`config.mk`:
```
export PLATFORM = sky130hd
export DESIGN_NAME = lang_mv_seq
export DESIGN_NICKNAME = d
export VERILOG_FILES = /design/src/core/lang_mv_pkg.sv /design/src/core/lang_mv_seq.sv
export VERILOG_INCLUDE_DIRS = /design/src /design/src/core
export SDC_FILE = /design/constraint.sdc
export NUM_CORES = 1
export LEC_CHECK = 0
export BUFFER_PORTS_ARGS = -buffer_cell sky130_fd_sc_hd__buf_2
export CORE_MARGIN = 1
export CORE_UTILIZATION = 45
export DETAILED_ROUTE_END_ITERATION = 12
export PLACE_DENSITY_LB_ADDON = 0.15
export SLEW_MARGIN = 20
export SYNTH_ARGS = -nofsm -noshare
export SYNTH_HDL_FRONTEND = slang
export SYNTH_SLANG_ARGS = --single-unit
```
`constraint.sdc`:
```
create_clock -name i_sys_clk -period 4.4 [get_ports i_sys_clk]
set_input_delay 0.44 -clock i_sys_clk [delete_from_list [all_inputs] [get_ports i_sys_clk]]
set_output_delay 0.44 -clock i_sys_clk [all_outputs]
set_load 0.005 [all_outputs]
```
`src/core/lang_mv_map.svh`:
```
// Offsets, opcode patterns and counts for the language move and parameter sequencer
`ifndef LANG_MV_MAP_SVH
`define LANG_MV_MAP_SVH
`define OP_MOVE8 16'h8a1f
`define OP_MOVE4 16'h8a17
`define OP_MOVE3 16'h8a16
`define OP_ENTER_PRIV 16'h8a94
`define OP_ENTER 16'h8a93
`define OP_XFER3 16'h8a90
`define OP_FILL 16'h8a87
`define IND_BIT 15
`define LEN_MOVE8 16'h0008
`define LEN_MOVE4 16'h0004
`define LEN_MOVE3 16'h0003
`define ENTER_GAP 16'h0002
`endif

```
`src/core/lang_mv_pkg.sv`:
```
// Types shared by the language move and parameter sequencer
package lang_mv_pkg;
	// Instruction kind decoded from an opcode
	typedef enum logic [2:0] {K_NONE, K_MOVE8, K_MOVE4, K_MOVE3, K_XFER3, K_ENTER_PRIVILEGED_PARAMS, K_ENTER_PARAMS, K_FILL}
		kind_t;
	// Memory request carried to the memory port
	typedef struct packed {
		logic req;
		logic wr;
		logic [15:0] addr;
		logic [15:0] wdata;
	} mem_req_t;
	// Accumulator pair
	typedef struct packed {
		logic [15:0] a;
		logic [15:0] b;
	} acc_t;
endpackage : lang_mv_pkg

```
`src/core/lang_mv_seq.sv`:
```
// Sequencer for the block-move, parameter-entry and table-fill instructions
`include "lang_mv_map.svh"
// Notes on behaviour
// - Bit 15 set means indirect; follow chains
// - Eight-word move; A,B advance by eight
// - Opcode, destination, source; continue after third
// - Four-word move; A,B advance by four
// - Three-word inline move; A,B advance by three
// - Base-relative mode may adjust move addresses
// - Entry copies true parameter addresses, fixes return
// - Resolve every indirect level to direct
// - Privileged entry returns true return in A
// - Register move: source A, destination B, plus three
// - Fill: value A, address B, count inline
// - Fill writes count entries, value and address increment
// - Fill interruptible; B ends at start plus count
// - Base-relative mode may adjust fill addresses
module lang_mv_seq (
	input wire logic i_sys_clk,
	input wire logic i_arst_n,
	input wire logic i_start, // Pulse: opcode in i_opcode, located at i_p
	input wire logic [15:0] i_opcode,
	input wire logic [15:0] i_p, // Address of opcode word
	input wire lang_mv_pkg::acc_t i_acc, // Accumulators at start
	input wire logic i_irq, // Interrupt pending level
	input wire logic i_cds, // Base-relative segmentation active
	input wire logic [15:0] i_base, // Current base for base-relative mode
	input wire logic i_mem_ack, // Memory access done this cycle
	input wire logic [15:0] i_mem_rdata, // Read data valid with ack
	output lang_mv_pkg::mem_req_t o_mem, // Memory request, held until ack
	output lang_mv_pkg::acc_t o_acc, // Accumulators result
	output logic [15:0] o_p_next, // Next instruction address
	output logic o_busy, // Sequence running
	output logic o_done, // Pulse: finished, results valid
	output logic o_intr // Pulse: fill stopped for interrupt
);
	import lang_mv_pkg::*;

	// Sequencer states
	typedef enum logic [3:0] {S_IDLE, S_FETCH, S_IND, S_MRD, S_MWR, S_ERET, S_EPRM,
		S_ESTR, S_EFIX, S_FCNT, S_FWR, S_FSAV} state_t;

	state_t state_reg;
	kind_t kind_reg;
	logic [15:0] p_reg; // Instruction word pointer
	logic [15:0] a_reg, b_reg; // Working accumulators
	logic [15:0] cnt_reg; // Remaining words
	logic [15:0] dat_reg; // Word in transit
	logic [15:0] ret_reg; // Subroutine return slot address
	logic [15:0] dst_reg; // Parameter store pointer
	logic [1:0] widx_reg; // Inline word index
	state_t after_reg; // State taking resolved address
	mem_req_t mem_reg;
	logic done_reg, intr_reg;

	// Full-pattern opcode decode
	function automatic kind_t decode(input logic [15:0] op);
		unique case (op)
			`OP_MOVE8: decode = K_MOVE8;
			`OP_MOVE4: decode = K_MOVE4;
			`OP_MOVE3: decode = K_MOVE3;
			`OP_XFER3: decode = K_XFER3;
			`OP_ENTER_PRIV: decode = K_ENTER_PRIVILEGED_PARAMS;
			`OP_ENTER: decode = K_ENTER_PARAMS;
			`OP_FILL: decode = K_FILL;
			default: decode = K_NONE;
		endcase
	endfunction : decode

	// Base-relative adjust for data addresses
	function automatic logic [15:0] seg(input logic [15:0] ad, input logic c, input logic [15:0] bs);
		seg = c ? ad + bs : ad;
	endfunction : seg

	wire kind_t dec_kind = decode(i_opcode);
	wire logic accept = i_start && (state_reg == S_IDLE) && (dec_kind != K_NONE);
	wire logic ack = mem_reg.req && i_mem_ack;
	wire logic is_ind = i_mem_rdata[`IND_BIT];
	wire logic [15:0] move_len = (kind_reg == K_MOVE8) ? `LEN_MOVE8 :
		(kind_reg == K_MOVE4) ? `LEN_MOVE4 : `LEN_MOVE3;
	wire logic is_entry = (kind_reg == K_ENTER_PRIVILEGED_PARAMS) || (kind_reg == K_ENTER_PARAMS);

	assign o_mem = mem_reg;
	assign o_acc = '{a: a_reg, b: b_reg};
	assign o_p_next = p_reg;
	assign o_busy = state_reg != S_IDLE;
	assign o_done = done_reg;
	assign o_intr = intr_reg;

	// Main sequencer
	always_ff @(posedge i_sys_clk or negedge i_arst_n) begin
		if (!i_arst_n) begin
			state_reg <= S_IDLE;
			kind_reg <= K_NONE;
			after_reg <= S_IDLE;
			{p_reg, a_reg, b_reg, cnt_reg, dat_reg, ret_reg, dst_reg} <= '0;
			widx_reg <= 2'h0;
			mem_reg <= '0;
			done_reg <= 1'b0;
			intr_reg <= 1'b0;
		end else begin
			done_reg <= 1'b0;
			intr_reg <= 1'b0;
			unique case (state_reg)
				S_IDLE: begin
					if (accept) begin
						kind_reg <= dec_kind;
						a_reg <= i_acc.a;
						b_reg <= i_acc.b;
						p_reg <= i_p + 16'h0001;
						widx_reg <= 2'h0;
						unique case (dec_kind)
							K_XFER3: begin
								cnt_reg <= `LEN_MOVE3;
								mem_reg <= '{req: 1'b1, wr: 1'b0,
									addr: seg(i_acc.a, i_cds, i_base), wdata: 16'h0000};
								state_reg <= S_MRD;
							end
							K_ENTER_PRIVILEGED_PARAMS, K_ENTER_PARAMS: begin
								// Return slot: two words before privileged entry, else one
								ret_reg <= (dec_kind == K_ENTER_PRIVILEGED_PARAMS) ? i_p - `ENTER_GAP
									: i_p - 16'h0001;
								dst_reg <= i_p + 16'h0001;
								// One parameter slot; kept here so i_p need not stand
								cnt_reg <= 16'h0001;
								mem_reg <= '{req: 1'b1, wr: 1'b0,
									addr: (dec_kind == K_ENTER_PRIVILEGED_PARAMS) ? i_p - `ENTER_GAP
									: i_p - 16'h0001, wdata: 16'h0000};
								state_reg <= S_ERET;
							end
							default: begin
								// Fetch inline word after the opcode
								mem_reg <= '{req: 1'b1, wr: 1'b0, addr: i_p + 16'h0001,
									wdata: 16'h0000};
								state_reg <= (dec_kind == K_FILL) ? S_FCNT : S_FETCH;
							end
						endcase
					end
				end
				S_FETCH: if (ack) begin
					// Inline addresses: destination then source
					p_reg <= p_reg + 16'h0001;
					if (is_ind) begin
						mem_reg.addr <= {1'b0, i_mem_rdata[14:0]};
						after_reg <= S_FETCH;
						state_reg <= S_IND;
					end else if (widx_reg == 2'h0) begin
						b_reg <= i_mem_rdata;
						widx_reg <= 2'h1;
						mem_reg.addr <= p_reg + 16'h0001;
					end else begin
						a_reg <= i_mem_rdata;
						cnt_reg <= move_len;
						mem_reg.addr <= seg(i_mem_rdata, i_cds, i_base);
						state_reg <= S_MRD;
					end
				end
				S_IND: if (ack) begin
					if (is_ind) begin
						mem_reg.addr <= {1'b0, i_mem_rdata[14:0]};
					end else if (after_reg == S_FETCH) begin
						if (widx_reg == 2'h0) begin
							b_reg <= i_mem_rdata;
							widx_reg <= 2'h1;
							mem_reg.addr <= p_reg;
						end else begin
							a_reg <= i_mem_rdata;
							cnt_reg <= move_len;
							mem_reg.addr <= seg(i_mem_rdata, i_cds, i_base);
							state_reg <= S_MRD;
						end
						if (widx_reg == 2'h0) state_reg <= S_FETCH;
					end else begin
						dat_reg <= i_mem_rdata;
						mem_reg <= '{req: 1'b1, wr: 1'b1, addr: dst_reg, wdata: i_mem_rdata};
						state_reg <= S_ESTR;
					end
				end
				S_MRD: if (ack) begin
					// Read one source word
					mem_reg <= '{req: 1'b1, wr: 1'b1, addr: seg(b_reg, i_cds, i_base),
						wdata: i_mem_rdata};
					state_reg <= S_MWR;
				end
				S_MWR: if (ack) begin
					// Write done; advance both addresses
					a_reg <= a_reg + 16'h0001;
					b_reg <= b_reg + 16'h0001;
					cnt_reg <= cnt_reg - 16'h0001;
					if (cnt_reg == 16'h0001) begin
						mem_reg <= '0;
						done_reg <= 1'b1;
						state_reg <= S_IDLE;
					end else begin
						mem_reg <= '{req: 1'b1, wr: 1'b0,
							addr: seg(a_reg + 16'h0001, i_cds, i_base), wdata: 16'h0000};
						state_reg <= S_MRD;
					end
				end
				S_ERET: if (ack) begin
					// Saved return points at first parameter word
					p_reg <= i_mem_rdata;
					mem_reg.addr <= i_mem_rdata;
					state_reg <= S_EPRM;
				end
				S_EPRM: if (ack) begin
					// Parameter word: follow if indirect, else store it as the true address
					if (i_mem_rdata[`IND_BIT] || (p_reg != mem_reg.addr)) begin
						mem_reg.addr <= {1'b0, i_mem_rdata[14:0]};
						after_reg <= S_ESTR;
						state_reg <= S_IND;
					end else begin
						dat_reg <= i_mem_rdata;
						mem_reg <= '{req: 1'b1, wr: 1'b1, addr: dst_reg, wdata: i_mem_rdata};
						state_reg <= S_ESTR;
					end
					p_reg <= p_reg + 16'h0001;
				end
				S_ESTR: if (ack) begin
					// Stored one true address; stop at instruction after list
					dst_reg <= dst_reg + 16'h0001;
					cnt_reg <= cnt_reg - 16'h0001;
					if (cnt_reg == 16'h0001) begin
						mem_reg <= '{req: 1'b1, wr: 1'b1, addr: ret_reg, wdata: p_reg};
						state_reg <= S_EFIX;
					end else begin
						mem_reg <= '{req: 1'b1, wr: 1'b0, addr: p_reg, wdata: 16'h0000};
						state_reg <= S_EPRM;
					end
				end
				S_EFIX: if (ack) begin
					// Return slot now holds true return point
					if (kind_reg == K_ENTER_PRIVILEGED_PARAMS) a_reg <= p_reg;
					p_reg <= dst_reg;
					mem_reg <= '0;
					done_reg <= 1'b1;
					state_reg <= S_IDLE;
				end
				S_FCNT: if (ack) begin
					// Count word; zero ends at once
					cnt_reg <= i_mem_rdata;
					p_reg <= p_reg + 16'h0001;
					if (i_mem_rdata == 16'h0000) begin
						mem_reg <= '0;
						done_reg <= 1'b1;
						state_reg <= S_IDLE;
					end else begin
						mem_reg <= '{req: 1'b1, wr: 1'b1, addr: seg(b_reg, i_cds, i_base),
							wdata: a_reg};
						state_reg <= S_FWR;
					end
				end
				S_FWR: if (ack) begin
					a_reg <= a_reg + 16'h0001;
					b_reg <= b_reg + 16'h0001;
					cnt_reg <= cnt_reg - 16'h0001;
					if (cnt_reg == 16'h0001) begin
						mem_reg <= '0;
						done_reg <= 1'b1;
						state_reg <= S_IDLE;
					end else if (i_irq) begin
						// Save remaining count in the count word, then restart later
						mem_reg <= '{req: 1'b1, wr: 1'b1, addr: p_reg - 16'h0001,
							wdata: cnt_reg - 16'h0001};
						state_reg <= S_FSAV;
					end else begin
						mem_reg <= '{req: 1'b1, wr: 1'b1,
							addr: seg(b_reg + 16'h0001, i_cds, i_base), wdata: a_reg + 16'h0001};
					end
				end
				S_FSAV: if (ack) begin
					// Resume point is the opcode itself
					p_reg <= p_reg - 16'h0002;
					mem_reg <= '0;
					intr_reg <= 1'b1;
					state_reg <= S_IDLE;
				end
				default: state_reg <= S_IDLE;
			endcase
		end
	end

	// Register move ends with A advanced by three
	property p_move_len;
		@(posedge i_sys_clk) disable iff (!i_arst_n)
		accept && dec_kind == K_XFER3 |-> ##[1:300] (o_done && o_acc.a == $past(i_acc.a, 1) + 16'h3);
	endproperty
	a_move_len: assert property (p_move_len) else $error("register move length wrong");
	// Unknown opcode starts nothing
	property p_reject;
		@(posedge i_sys_clk) disable iff (!i_arst_n)
		i_start && !o_busy && dec_kind == K_NONE |=> !o_busy;
	endproperty
	a_reject: assert property (p_reject) else $error("unknown opcode started");
	// Each further fill write carries the value from A plus one
	property p_fill_wr;
		@(posedge i_sys_clk) disable iff (!i_arst_n)
		state_reg == S_FWR && ack && cnt_reg != 16'h1 && !i_irq |=>
			o_mem.wdata == $past(a_reg) + 16'h1;
	endproperty
	a_fill_wr: assert property (p_fill_wr) else $error("fill value not incremented");
	// Interrupted fill saves remaining count
	property p_fill_save;
		@(posedge i_sys_clk) disable iff (!i_arst_n)
		state_reg == S_FWR && ack && cnt_reg != 16'h1 && i_irq |=>
			o_mem.wr && o_mem.wdata == $past(cnt_reg) - 16'h1;
	endproperty
	a_fill_save: assert property (p_fill_save) else $error("fill count not saved");
	// Privileged entry hands the written return point back in A
	property p_enter_privileged_params_ret;
		@(posedge i_sys_clk) disable iff (!i_arst_n)
		state_reg == S_EFIX && ack && kind_reg == K_ENTER_PRIVILEGED_PARAMS |=> o_acc.a == $past(o_mem.wdata);
	endproperty
	a_enter_privileged_params_ret: assert property (p_enter_privileged_params_ret) else $error("entry return not in A");
	// Each fill write advances the address in B by one
	property p_fill_b;
		@(posedge i_sys_clk) disable iff (!i_arst_n)
		state_reg == S_FWR && ack |=> o_acc.b == $past(b_reg) + 16'h1;
	endproperty
	a_fill_b: assert property (p_fill_b) else $error("fill address not advanced");
endmodule : lang_mv_seq

```
# Yosys cells after proc, flatten, opt, wreduce, memory -nomap -nowiden
# Cells that the tools add are included.
dict set report word_totals {
  romBits 0
  inputBits 102
  mem_count 0
  ram_bits 0
  out_inout_bits 85
  word_cells 247
  latch_bits 0
  register_bits 145
}
dict set report op_classes {
  multipliers 0
  order_cmp 0
  muxes 125
  addsub 15
  bitwise 0
  eq_ne 56
  shift 0
  reduce_logical 35
  n_div 0
}
# op n
set ops {}
lappend ops {{16-bit two-way mux} 50}
lappend ops {{34-bit two-way mux} 12}
lappend ops {{16-bit one-hot mux with 5 select lines} 3}
lappend ops {{16-bit one-hot mux with 11 select lines} 1}
lappend ops {{16-bit one-hot mux with 9 select lines} 1}
lappend ops {{16-bit equality test (second input constant)} 7}
lappend ops {{4-bit two-way mux} 25}
lappend ops {{16-bit by 1-bit adder with 16-bit output (second input constant)} 5}
lappend ops {{16-bit adder} 5}
lappend ops {{16-bit one-hot mux with 2 select lines} 2}
lappend ops {{16-bit one-hot mux with 4 select lines} 1}
lappend ops {{32-bit one-hot mux with 2 select lines} 1}
lappend ops {{16-bit by 1-bit subtractor with 16-bit output (second input constant)} 3}
lappend ops {{4-bit one-hot mux with 11 select lines} 1}
lappend ops {{2-bit != test (second input constant)} 20}
lappend ops {{33-bit two-way mux} 1}
lappend ops {{32-bit two-way mux} 1}
lappend ops {{16-bit by 2-bit subtractor with 16-bit output (second input constant)} 2}
lappend ops {{2-bit two-way mux} 12}
lappend ops {{3-bit one-hot mux with 7 select lines} 1}
lappend ops {{10-bit AND reduction} 2}
lappend ops {{2-bit one-hot mux with 9 select lines} 1}
lappend ops {{16-bit by 1-bit equality test with 1-bit output (second input constant)} 1}
lappend ops {{4-bit by 3-bit equality test with 1-bit output (second input constant)} 4}
lappend ops {{38 further kinds} 69}

# Longest topological paths before layout
# Gate-level depths: netlist (run 1).
dict set report depth {
  depth_word 8
  mapped_depth 16
  depth_no_buf 16
}

# Least setup slack after synthesis (run 1)
# Ideal clock, no wire load.
dict set report synth_path {
  path_type {register -> register}
  startpoint {register b_reg[1]}
  endpoint {register mem_reg (netlist bit o_mem[31])}
  arrival_ps 3156
  period_less_slack_ps 3283
  setup_ps 127
  path_buffers 0
  required_time_ps 4273
  path_slack_ps 1117
  path_stages_with_launch 16
  cell_sequence {dfrtp_1 > ha_1 > nand2_1 > nor2_1 > nand3_1 > xnor2_1 > ha_1 > a21oi_1 > o21ai_0 > or3_1 > o2111ai_1 > nand2_1 > o311ai_0 > nor2_1 > o32ai_2 > a21oi_1}
}
dict set report synth_between {
  elab_chain_len 7
  word_cells_on_any_way 12
  cone_classes {3 x add/sub; 9 x mux}
}
# element line_no
set synth_rtl {}
lappend synth_rtl {{from (decl)} lang_mv_seq.sv:46} ;# logic [15:0] a_reg, b_reg;
lappend synth_rtl {{from (signal assigned)} lang_mv_seq.sv:109} ;# b_reg <= i_acc.b;
lappend synth_rtl {{from (signal assigned)} lang_mv_seq.sv:148} ;# b_reg <= i_mem_rdata;
lappend synth_rtl {{from (signal assigned)} lang_mv_seq.sv:163} ;# b_reg <= i_mem_rdata;
lappend synth_rtl {{16-bit by 1-bit adder with 16-bit output} lang_mv_seq.sv:268} ;# addr: seg(b_reg + 16'h0001, i_cds, i_base), wdata: a_reg + 16'h0001};
lappend synth_rtl {{16-bit adder} lang_mv_seq.sv:72} ;# seg = c ? ad + bs : ad;
lappend synth_rtl {{16-bit two-way mux} lang_mv_seq.sv:72}
lappend synth_rtl {{32-bit two-way mux} lang_mv_seq.sv:261} ;# end else if (i_irq) begin
lappend synth_rtl {{34-bit two-way mux} lang_mv_seq.sv:257} ;# if (cnt_reg == 16'h0001) begin
lappend synth_rtl {{34-bit two-way mux} lang_mv_seq.sv:253} ;# S_FWR: if (ack) begin
lappend synth_rtl {{16-bit one-hot mux with 11 select lines (*)} lang_mv_seq.sv:104} ;# unique case (state_reg)
lappend synth_rtl {{to (signal assigned)} lang_mv_seq.sv:115} ;# mem_reg <= '{req: 1'b1, wr: 1'b0,
lappend synth_rtl {{to (signal assigned)} lang_mv_seq.sv:248} ;# mem_reg <= '{req: 1'b1, wr: 1'b1, addr: seg(b_reg, i_cds, i_base),
lappend synth_rtl {{to (signal assigned)} lang_mv_seq.sv:263} ;# mem_reg <= '{req: 1'b1, wr: 1'b1, addr: p_reg - 16'h0001,
lappend synth_rtl {{to (decl)} lang_mv_seq.sv:53} ;# mem_req_t mem_reg;
# Mark *: on every way between the ends. The rest lies on a longest branch, timed or not. The select of a mux whose other input is x is not followed.
# A chain may end at the register's enable or synchronous reset.

# Worst setup path after layout (run 1)
dict set report layout_path {
  startpoint {register a_reg[0]}
  endpoint {register mem_reg (netlist bit o_mem[30])}
}
dict set report layout_between {
  elab_chain_len 6
}
# element line_no
set layout_rtl {}
lappend layout_rtl {{from (decl)} lang_mv_seq.sv:46}
lappend layout_rtl {{from (signal assigned)} lang_mv_seq.sv:108} ;# a_reg <= i_acc.a;
lappend layout_rtl {{from (signal assigned)} lang_mv_seq.sv:152} ;# a_reg <= i_mem_rdata;
lappend layout_rtl {{from (signal assigned)} lang_mv_seq.sv:167} ;# a_reg <= i_mem_rdata;
lappend layout_rtl {{16-bit by 1-bit adder with 16-bit output (*)} lang_mv_seq.sv:196} ;# addr: seg(a_reg + 16'h0001, i_cds, i_base), wdata: 16'h0000};
lappend layout_rtl {{16-bit adder} lang_mv_seq.sv:72}
lappend layout_rtl {{16-bit two-way mux (*)} lang_mv_seq.sv:72}
lappend layout_rtl {{34-bit two-way mux (*)} lang_mv_seq.sv:190} ;# if (cnt_reg == 16'h0001) begin
lappend layout_rtl {{34-bit two-way mux (*)} lang_mv_seq.sv:185} ;# S_MWR: if (ack) begin
lappend layout_rtl {{16-bit one-hot mux with 11 select lines (*)} lang_mv_seq.sv:104}
lappend layout_rtl {{to (signal assigned)} lang_mv_seq.sv:115}
lappend layout_rtl {{to (signal assigned)} lang_mv_seq.sv:181} ;# mem_reg <= '{req: 1'b1, wr: 1'b1, addr: seg(b_reg, i_cds, i_base),
lappend layout_rtl {{to (signal assigned)} lang_mv_seq.sv:195} ;# mem_reg <= '{req: 1'b1, wr: 1'b0,
# Marked as above.

==> impl_metrics.ini, run 1 <==
[cts]
clkLatencyLatePin_ps = 470
cts.path.max_buffers = 2
tritoncts = yes
ctsHoldBuffers = 0
cts_sinks = 142
cts_root_buffer = clkbuf_16
cts_buffers = 17
cts.clk_slew.worst_paths_ps = 70
htreeDepth = 4

[sta]
timing.fmax_mhz = 243
setup_ws_ps = 285
fin_tns_setup_ps = 0
final_max_slew_viol_count = 0
tightest_slew_ps = 1120
rsz0062_at_grt = false
relSlewSlack_pct = 25.1
fin_skew_ps = 17.6
finalCriticalPeriod_ps = 4110
fin_crit_sh_pct = 93.5
hold_viol_final = 0
setup_viol = 0

[power]
ir_worst_vdd_mv = 0.446
pwr_density_cell_nw_per_um2 = 771
leakagePower_nw = 8.24

[setup_path]
cp.required_ps = 4730
critPathLaunch = a_reg[0]
slowest_delay_ps = 530
worst_ep_arrival_time_ps = 4440
critPathKind = reg -> reg
worstPathMaxFanout = 8
crit_chain = ha_1 -> xor2_1 -> ha_1 -> nor2b_1 -> o21a_1 -> o211ai_1 -> a311oi_1 -> a31oi_1 -> o21ai_0 -> mux2_2 -> o211ai_1 -> o32ai_1 -> a21oi_1
startpoint_type = flip-flop
rr_worst_depth = 13
cp_slowest_cell = o32ai_1
cp-end-kind = flip-flop
rr_startpoint = a_reg[0]

[synthesis]
synth_compound_area_share_pct = 32.4
ys_seq_elements = 142
synth_xor_area_share_pct = 9.30
muxShareOfSynthArea_pct = 3.72
yosys-top-cells-area = dfrtp_1, ha_1, a21oi_1
netlist_area_um2 = 16700
syn_nets = 2434
yosys.area_share.simple_pct = 20.3
async_flop_share_pct = 100
synth_most_common_cell = nand2_1
seq_area_frac_synth_pct = 21.3
yosys.area.top_type_share_pct = 21.3
ys.flop_type = dfrtp_1
yosys.area_share.adder_pct = 7.81
synth_edf_count = 0
synth_top_family_by_area = compound AO/OA/AOI/OAI gates
netlist_instances = 2231
ys_top_cells_by_count = nand2_1, nor2_1, a21oi_1
ys_warn_count = 0
ys_types = 89
syn_avg_cell_area_um2 = 7.47
synth_top_area_cell = dfrtp_1

[worst_hold_path]
hold_class = in -> async

[floorplan]
rows = 70
pin_count = 187
dieArea_um2 = 37800
initial_utilization_pct = 45.6
core_region_area_um2 = 36500
chipHeight_um = 194
fp.dieW_um = 194

[global_route]
overflow = 0
antenna_found_initial = 8
grt_use_total_pct = 47.5
grt_max_degree = 100
grt_pass1_vias = 18600
grt_pass1_wl_mm = 130

[finish]
fin_nets = 2596
area_delta_synth_final_pct = 14.6
largest_register_ffs = 34
drive_gt1_share_pct = 16.5

[detailed_routing]
antenna_left = 0
totalWireLength_mm = 91.4
first_pass_iters = 7
drt_iter0_markers = 3066
drc = 0
wl_per_cell_um = 31.7
vias = 20300
via_per_inst = 7.04

[outcome]
status = finished clean

[run]
max_cap_violations = 0

[place]
dp_hpwl_mm = 70.6
port_buffers = 186
dp_worst_setup_slack_ps = 268
place_congestion = 1.10
-- logic make-up (layout without fill, tap and decap cells) --
kind of cell | Yosys count | count (layout)
other | 0 | 6
AO/OA/AOI/OAI | 815 | 815
multiplexers | 60 | 60
flip-flops | 142 | 142
AND/OR/NAND/NOR | 716 | 716
XOR/XNOR | 177 | 177
adder cells (fa/ha/maj) | 101 | 101
buffers and inverters | 220 | 395
-- placed cells by master, fill, tap and decap left out, types with 11 or more instances in the layout --
cell type  instances
nand2_1          230
nor2_1           202
a21oi_1          197
o21ai_0          196
buf_2            185
dfrtp_1          142
buf_4            112
xnor2_1           96
ha_1              96
xor2_1            81
inv_1             59
nand3_1           58
nor3_1            54
mux2i_1           44
o211ai_1          41
a221oi_1          41
a21o_1            41
a211oi_1          31
a31oi_1           27
a222oi_1          27
a22oi_1           24
and3_1            23
o22ai_1           22
nor2b_1           19
nand4_1           18
nor4_1            18
o221ai_1          17
clkbuf_16         17
nand2b_1          16
mux2_2            16
o21a_1            15
and2_1            14
a22o_1            14
or3_1             13
o22a_1            13
or2_2             12
o31ai_1           11
-- path summary, 6_finish.rpt --
| check | end | slack (ps) |
|---|---|---|
| setup reg to reg | o_mem[30] | 290 |
| setup / recovery | o_mem[30] | 290 |
| hold reg to reg | o_mem[4] | 470 |
| max in group asynchronous | o_mem[29] | 3270 |
| hold / removal | dst_reg[14] | 110 |
| min in group i_sys_clk | b_reg[7] | 270 |
-- through the flow --
step	cell area (um^2)	power [mW]	hold WS, ps	utilization, %	std cells
after floorplan	16700	8.66	144	-	2231
after global placement	18500	12.5	457	50.5	2842
after detailed placement	18500	12.6	462	50.5	2842
after CTS	19100	14.2	146	52.2	2874
after global routing	19100	15.4	187	52.3	2875
final	19100	14.7	106	52.3	2880
-- layer usage --
| metal | track usage (%) | part of all wire (%) | up-vias |
|---|---|---|---|
| li1 | - | - | 8649 |
| met1 | 61.5 | 38 | 9635 |
| met2 | 69.0 | 41 | 1635 |
| met3 | 13.9 | 14 | 363 |
| met4 | 29.5 | 7.2 | 6 |
| met5 | 0 | 0.035 | - |
-- area by class of cell --
class	instances	area, um^2
clock inverters	13	174
multi-input cells	1869	12300
inverters	64	240
flip-flops and latches	142	3550
repair buffers	299	1800
diodes	6	15.0
clock buffers	19	443
well taps	468	586
fillers	3666	17400
-- power breakdown --
group	total, mW	switching [mW]	internal (mW)	leakage (nW)
registers	2.67	0.874	1.79	1.84
clock network	1.63	0.705	0.921	0.303
logic	10.4	6.75	3.68	6.10
-- worst max-delay path: cells and delay by family (launching register included) --
kind,cells,cell delay (ps)
simple gates,1,160
xor+xnor,1,400
mux,1,260
flops,1,510
compound gates,8,1980
fa+ha+maj,2,660
-- repair_timing --
| action | in CTS | in global routing |
|---|---|---|
| setup endpoints to repair | 0 | 1 |
| buffers inserted | 0 | 0 |
| endpoints found under the hold margin | 0 | 0 |
| gates resized for setup | 0 | 1 |
Power figures use the tool's default switching activity.
==> run 2, diff against run 1 <==
--- a/config.mk
+++ b/config.mk
@@ -8,7 +8,7 @@
 export LEC_CHECK = 0
 export BUFFER_PORTS_ARGS = -buffer_cell sky130_fd_sc_hd__buf_2
 export CORE_MARGIN = 1
-export CORE_UTILIZATION = 45
+export CORE_UTILIZATION = 39
 export DETAILED_ROUTE_END_ITERATION = 12
 export PLACE_DENSITY_LB_ADDON = 0.15
 export SLEW_MARGIN = 20
==> impl_metrics.ini, run 2 (synthesis gave the netlist of run 1 again) <==
[global_route]
antenna_found_initial = 6
grt_pass1_wl_mm = 134
grt_pass1_vias = 18500
overflow = 0
grt_max_degree = 78
grt_use_total_pct = 43.1

[cts]
cts_root_buffer = clkbuf_16
cts.path.max_buffers = 2
cts.clk_slew.worst_paths_ps = 70
htreeDepth = 4
clkLatencyLatePin_ps = 490
cts_sinks = 142
tritoncts = yes
cts_buffers = 17

[finish]
final_common_cell = nand2_1
stdcell_area_um2 = 19300
fin_nets = 2612
drive_gt1_share_pct = 17.0
area_delta_synth_final_pct = 15.9
largest_register_ffs = 34
layoutNonFillerInstCount = 2962
final_cell_mix = nand2_1, nor2_1, o21ai_0, a21oi_1, buf_2

[worst_hold_path]
hold_end = b_reg[7]
hold_depth = 3
hold_path_startpoint = i_acc[7]
hold_class = in -> reg

[setup_path]
worstPathMaxFanout = 9
cp.required_ps = 4750
timing.rr.end = o_mem[25]
rr_startpoint = b_reg[1]
cp-end-kind = flip-flop
r2r_slack_ps = 210
worst_ep_arrival_time_ps = 4540
rr_worst_depth = 15
critPathKind = reg -> reg
startpoint_type = flip-flop

[floorplan]
fp.dieW_um = 209
rows = 75
chipHeight_um = 209
core_region_area_um2 = 42000
initial_utilization_pct = 39.6
dieArea_um2 = 43600
pin_count = 187

[power]
p_total_mw = 14.9
ir_worst_vdd_mv = 0.484
leakagePower_nw = 8.32
pwr_density_cell_nw_per_um2 = 769

[sta]
fin_tns_setup_ps = 0
fin_crit_sh_pct = 95.3
relSlewSlack_pct = 27.3
finalCriticalPeriod_ps = 4190
fin_skew_ps = 9.40
setup_viol = 0
rsz0062_at_grt = false
tightest_slew_ps = 1090
final_max_slew_viol_count = 0
timing.fmax_mhz = 238
hold_viol_final = 0

[detailed_routing]
totalWireLength_mm = 95.1
via_per_inst = 6.68
vias = 19800
drc = 0
drt_iter0_markers = 3337
antenna_left = 0
wl_per_cell_um = 32.1
first_pass_iters = 8

[outcome]
status = finished clean

[place]
placedCellCount = 2928
placed_area_um2 = 18700
place_congestion = 1.10
dp_hpwl_mm = 74.1
port_buffers = 186

[run]
max_cap_violations = 0
## run 2: cell count changes in the layout (fill, tap and decap cells not counted), sizes merged
cell         previous run  this run
diode                   6         1
clkbuf                 19        18
inv                    66        68
dlygate4sd3             0         1
clkinv                  7         8
buf                   299       314
bufinv                  3         1
## run 2: routing by layer
metal / track usage [%] / wire length (um)
met2: 62.1 / 39200
met3: 11.3 / 10900
met5: 0 / 25
met4: 27.4 / 6570
met1: 56.9 / 38400
## run 2: report_power, final
group | internal, mW | switching [mW]
logic | 3.77 | 6.87
registers | 1.79 | 0.870
clock network | 0.812 | 0.730
## run 2: how the worst max path moves through the flow
stage	start	end	slack (ps)
floorplan	b_reg[1]	o_mem[31]	1120
global placement	b_reg[5]	o_mem[25]	350
detailed placement	b_reg[1]	o_mem[25]	380
CTS	b_reg[1]	o_mem[25]	350
global route	b_reg[1]	o_mem[25]	90
finish	b_reg[1]	o_mem[25]	210
## run 2: metrics by stage
step                      hold WS [ps]  util (%)  worst slack, ps
final                              230      46.0              207
after global routing               238      45.9             87.3
after CTS                          198      45.9              355
after detailed placement           461      44.5              380
after global placement             458      44.5              353
after floorplan                    144         -             1120
## run 2: cell type report
class | instances | area [um^2]
Fill cell | 4349 | 22700
Multi-Input combinational cell | 1869 | 12300
Tap cell | 539 | 674
Inverter | 64 | 240
Clock inverter | 14 | 148
Clock buffer | 18 | 439
Antenna cell | 1 | 2.50
Sequential cell | 142 | 3550
Timing Repair Buffer | 315 | 1970
## run 2: critical path, stage by stage, from the launching register on
cell      delay, ps
dfrtp_1         520
ha_1            300
nand3_1         110
xor2_1          290
inv_1            80
ha_1            240
or4_1           520
o21ai_0         130
a21oi_1         110
a21o_1          210
a21oi_1         170
xnor2_1          80
a211oi_1        600
a211oi_1        110
nor3_1          470
nor3_1          120
## run 2: timing repair
item | 4_1_cts | 5_1_grt
endpoints found under the hold margin | 65 | 0
buffers inserted | 0 | 0
resized for setup | 0 | 0
hold buffers | 1 | 0
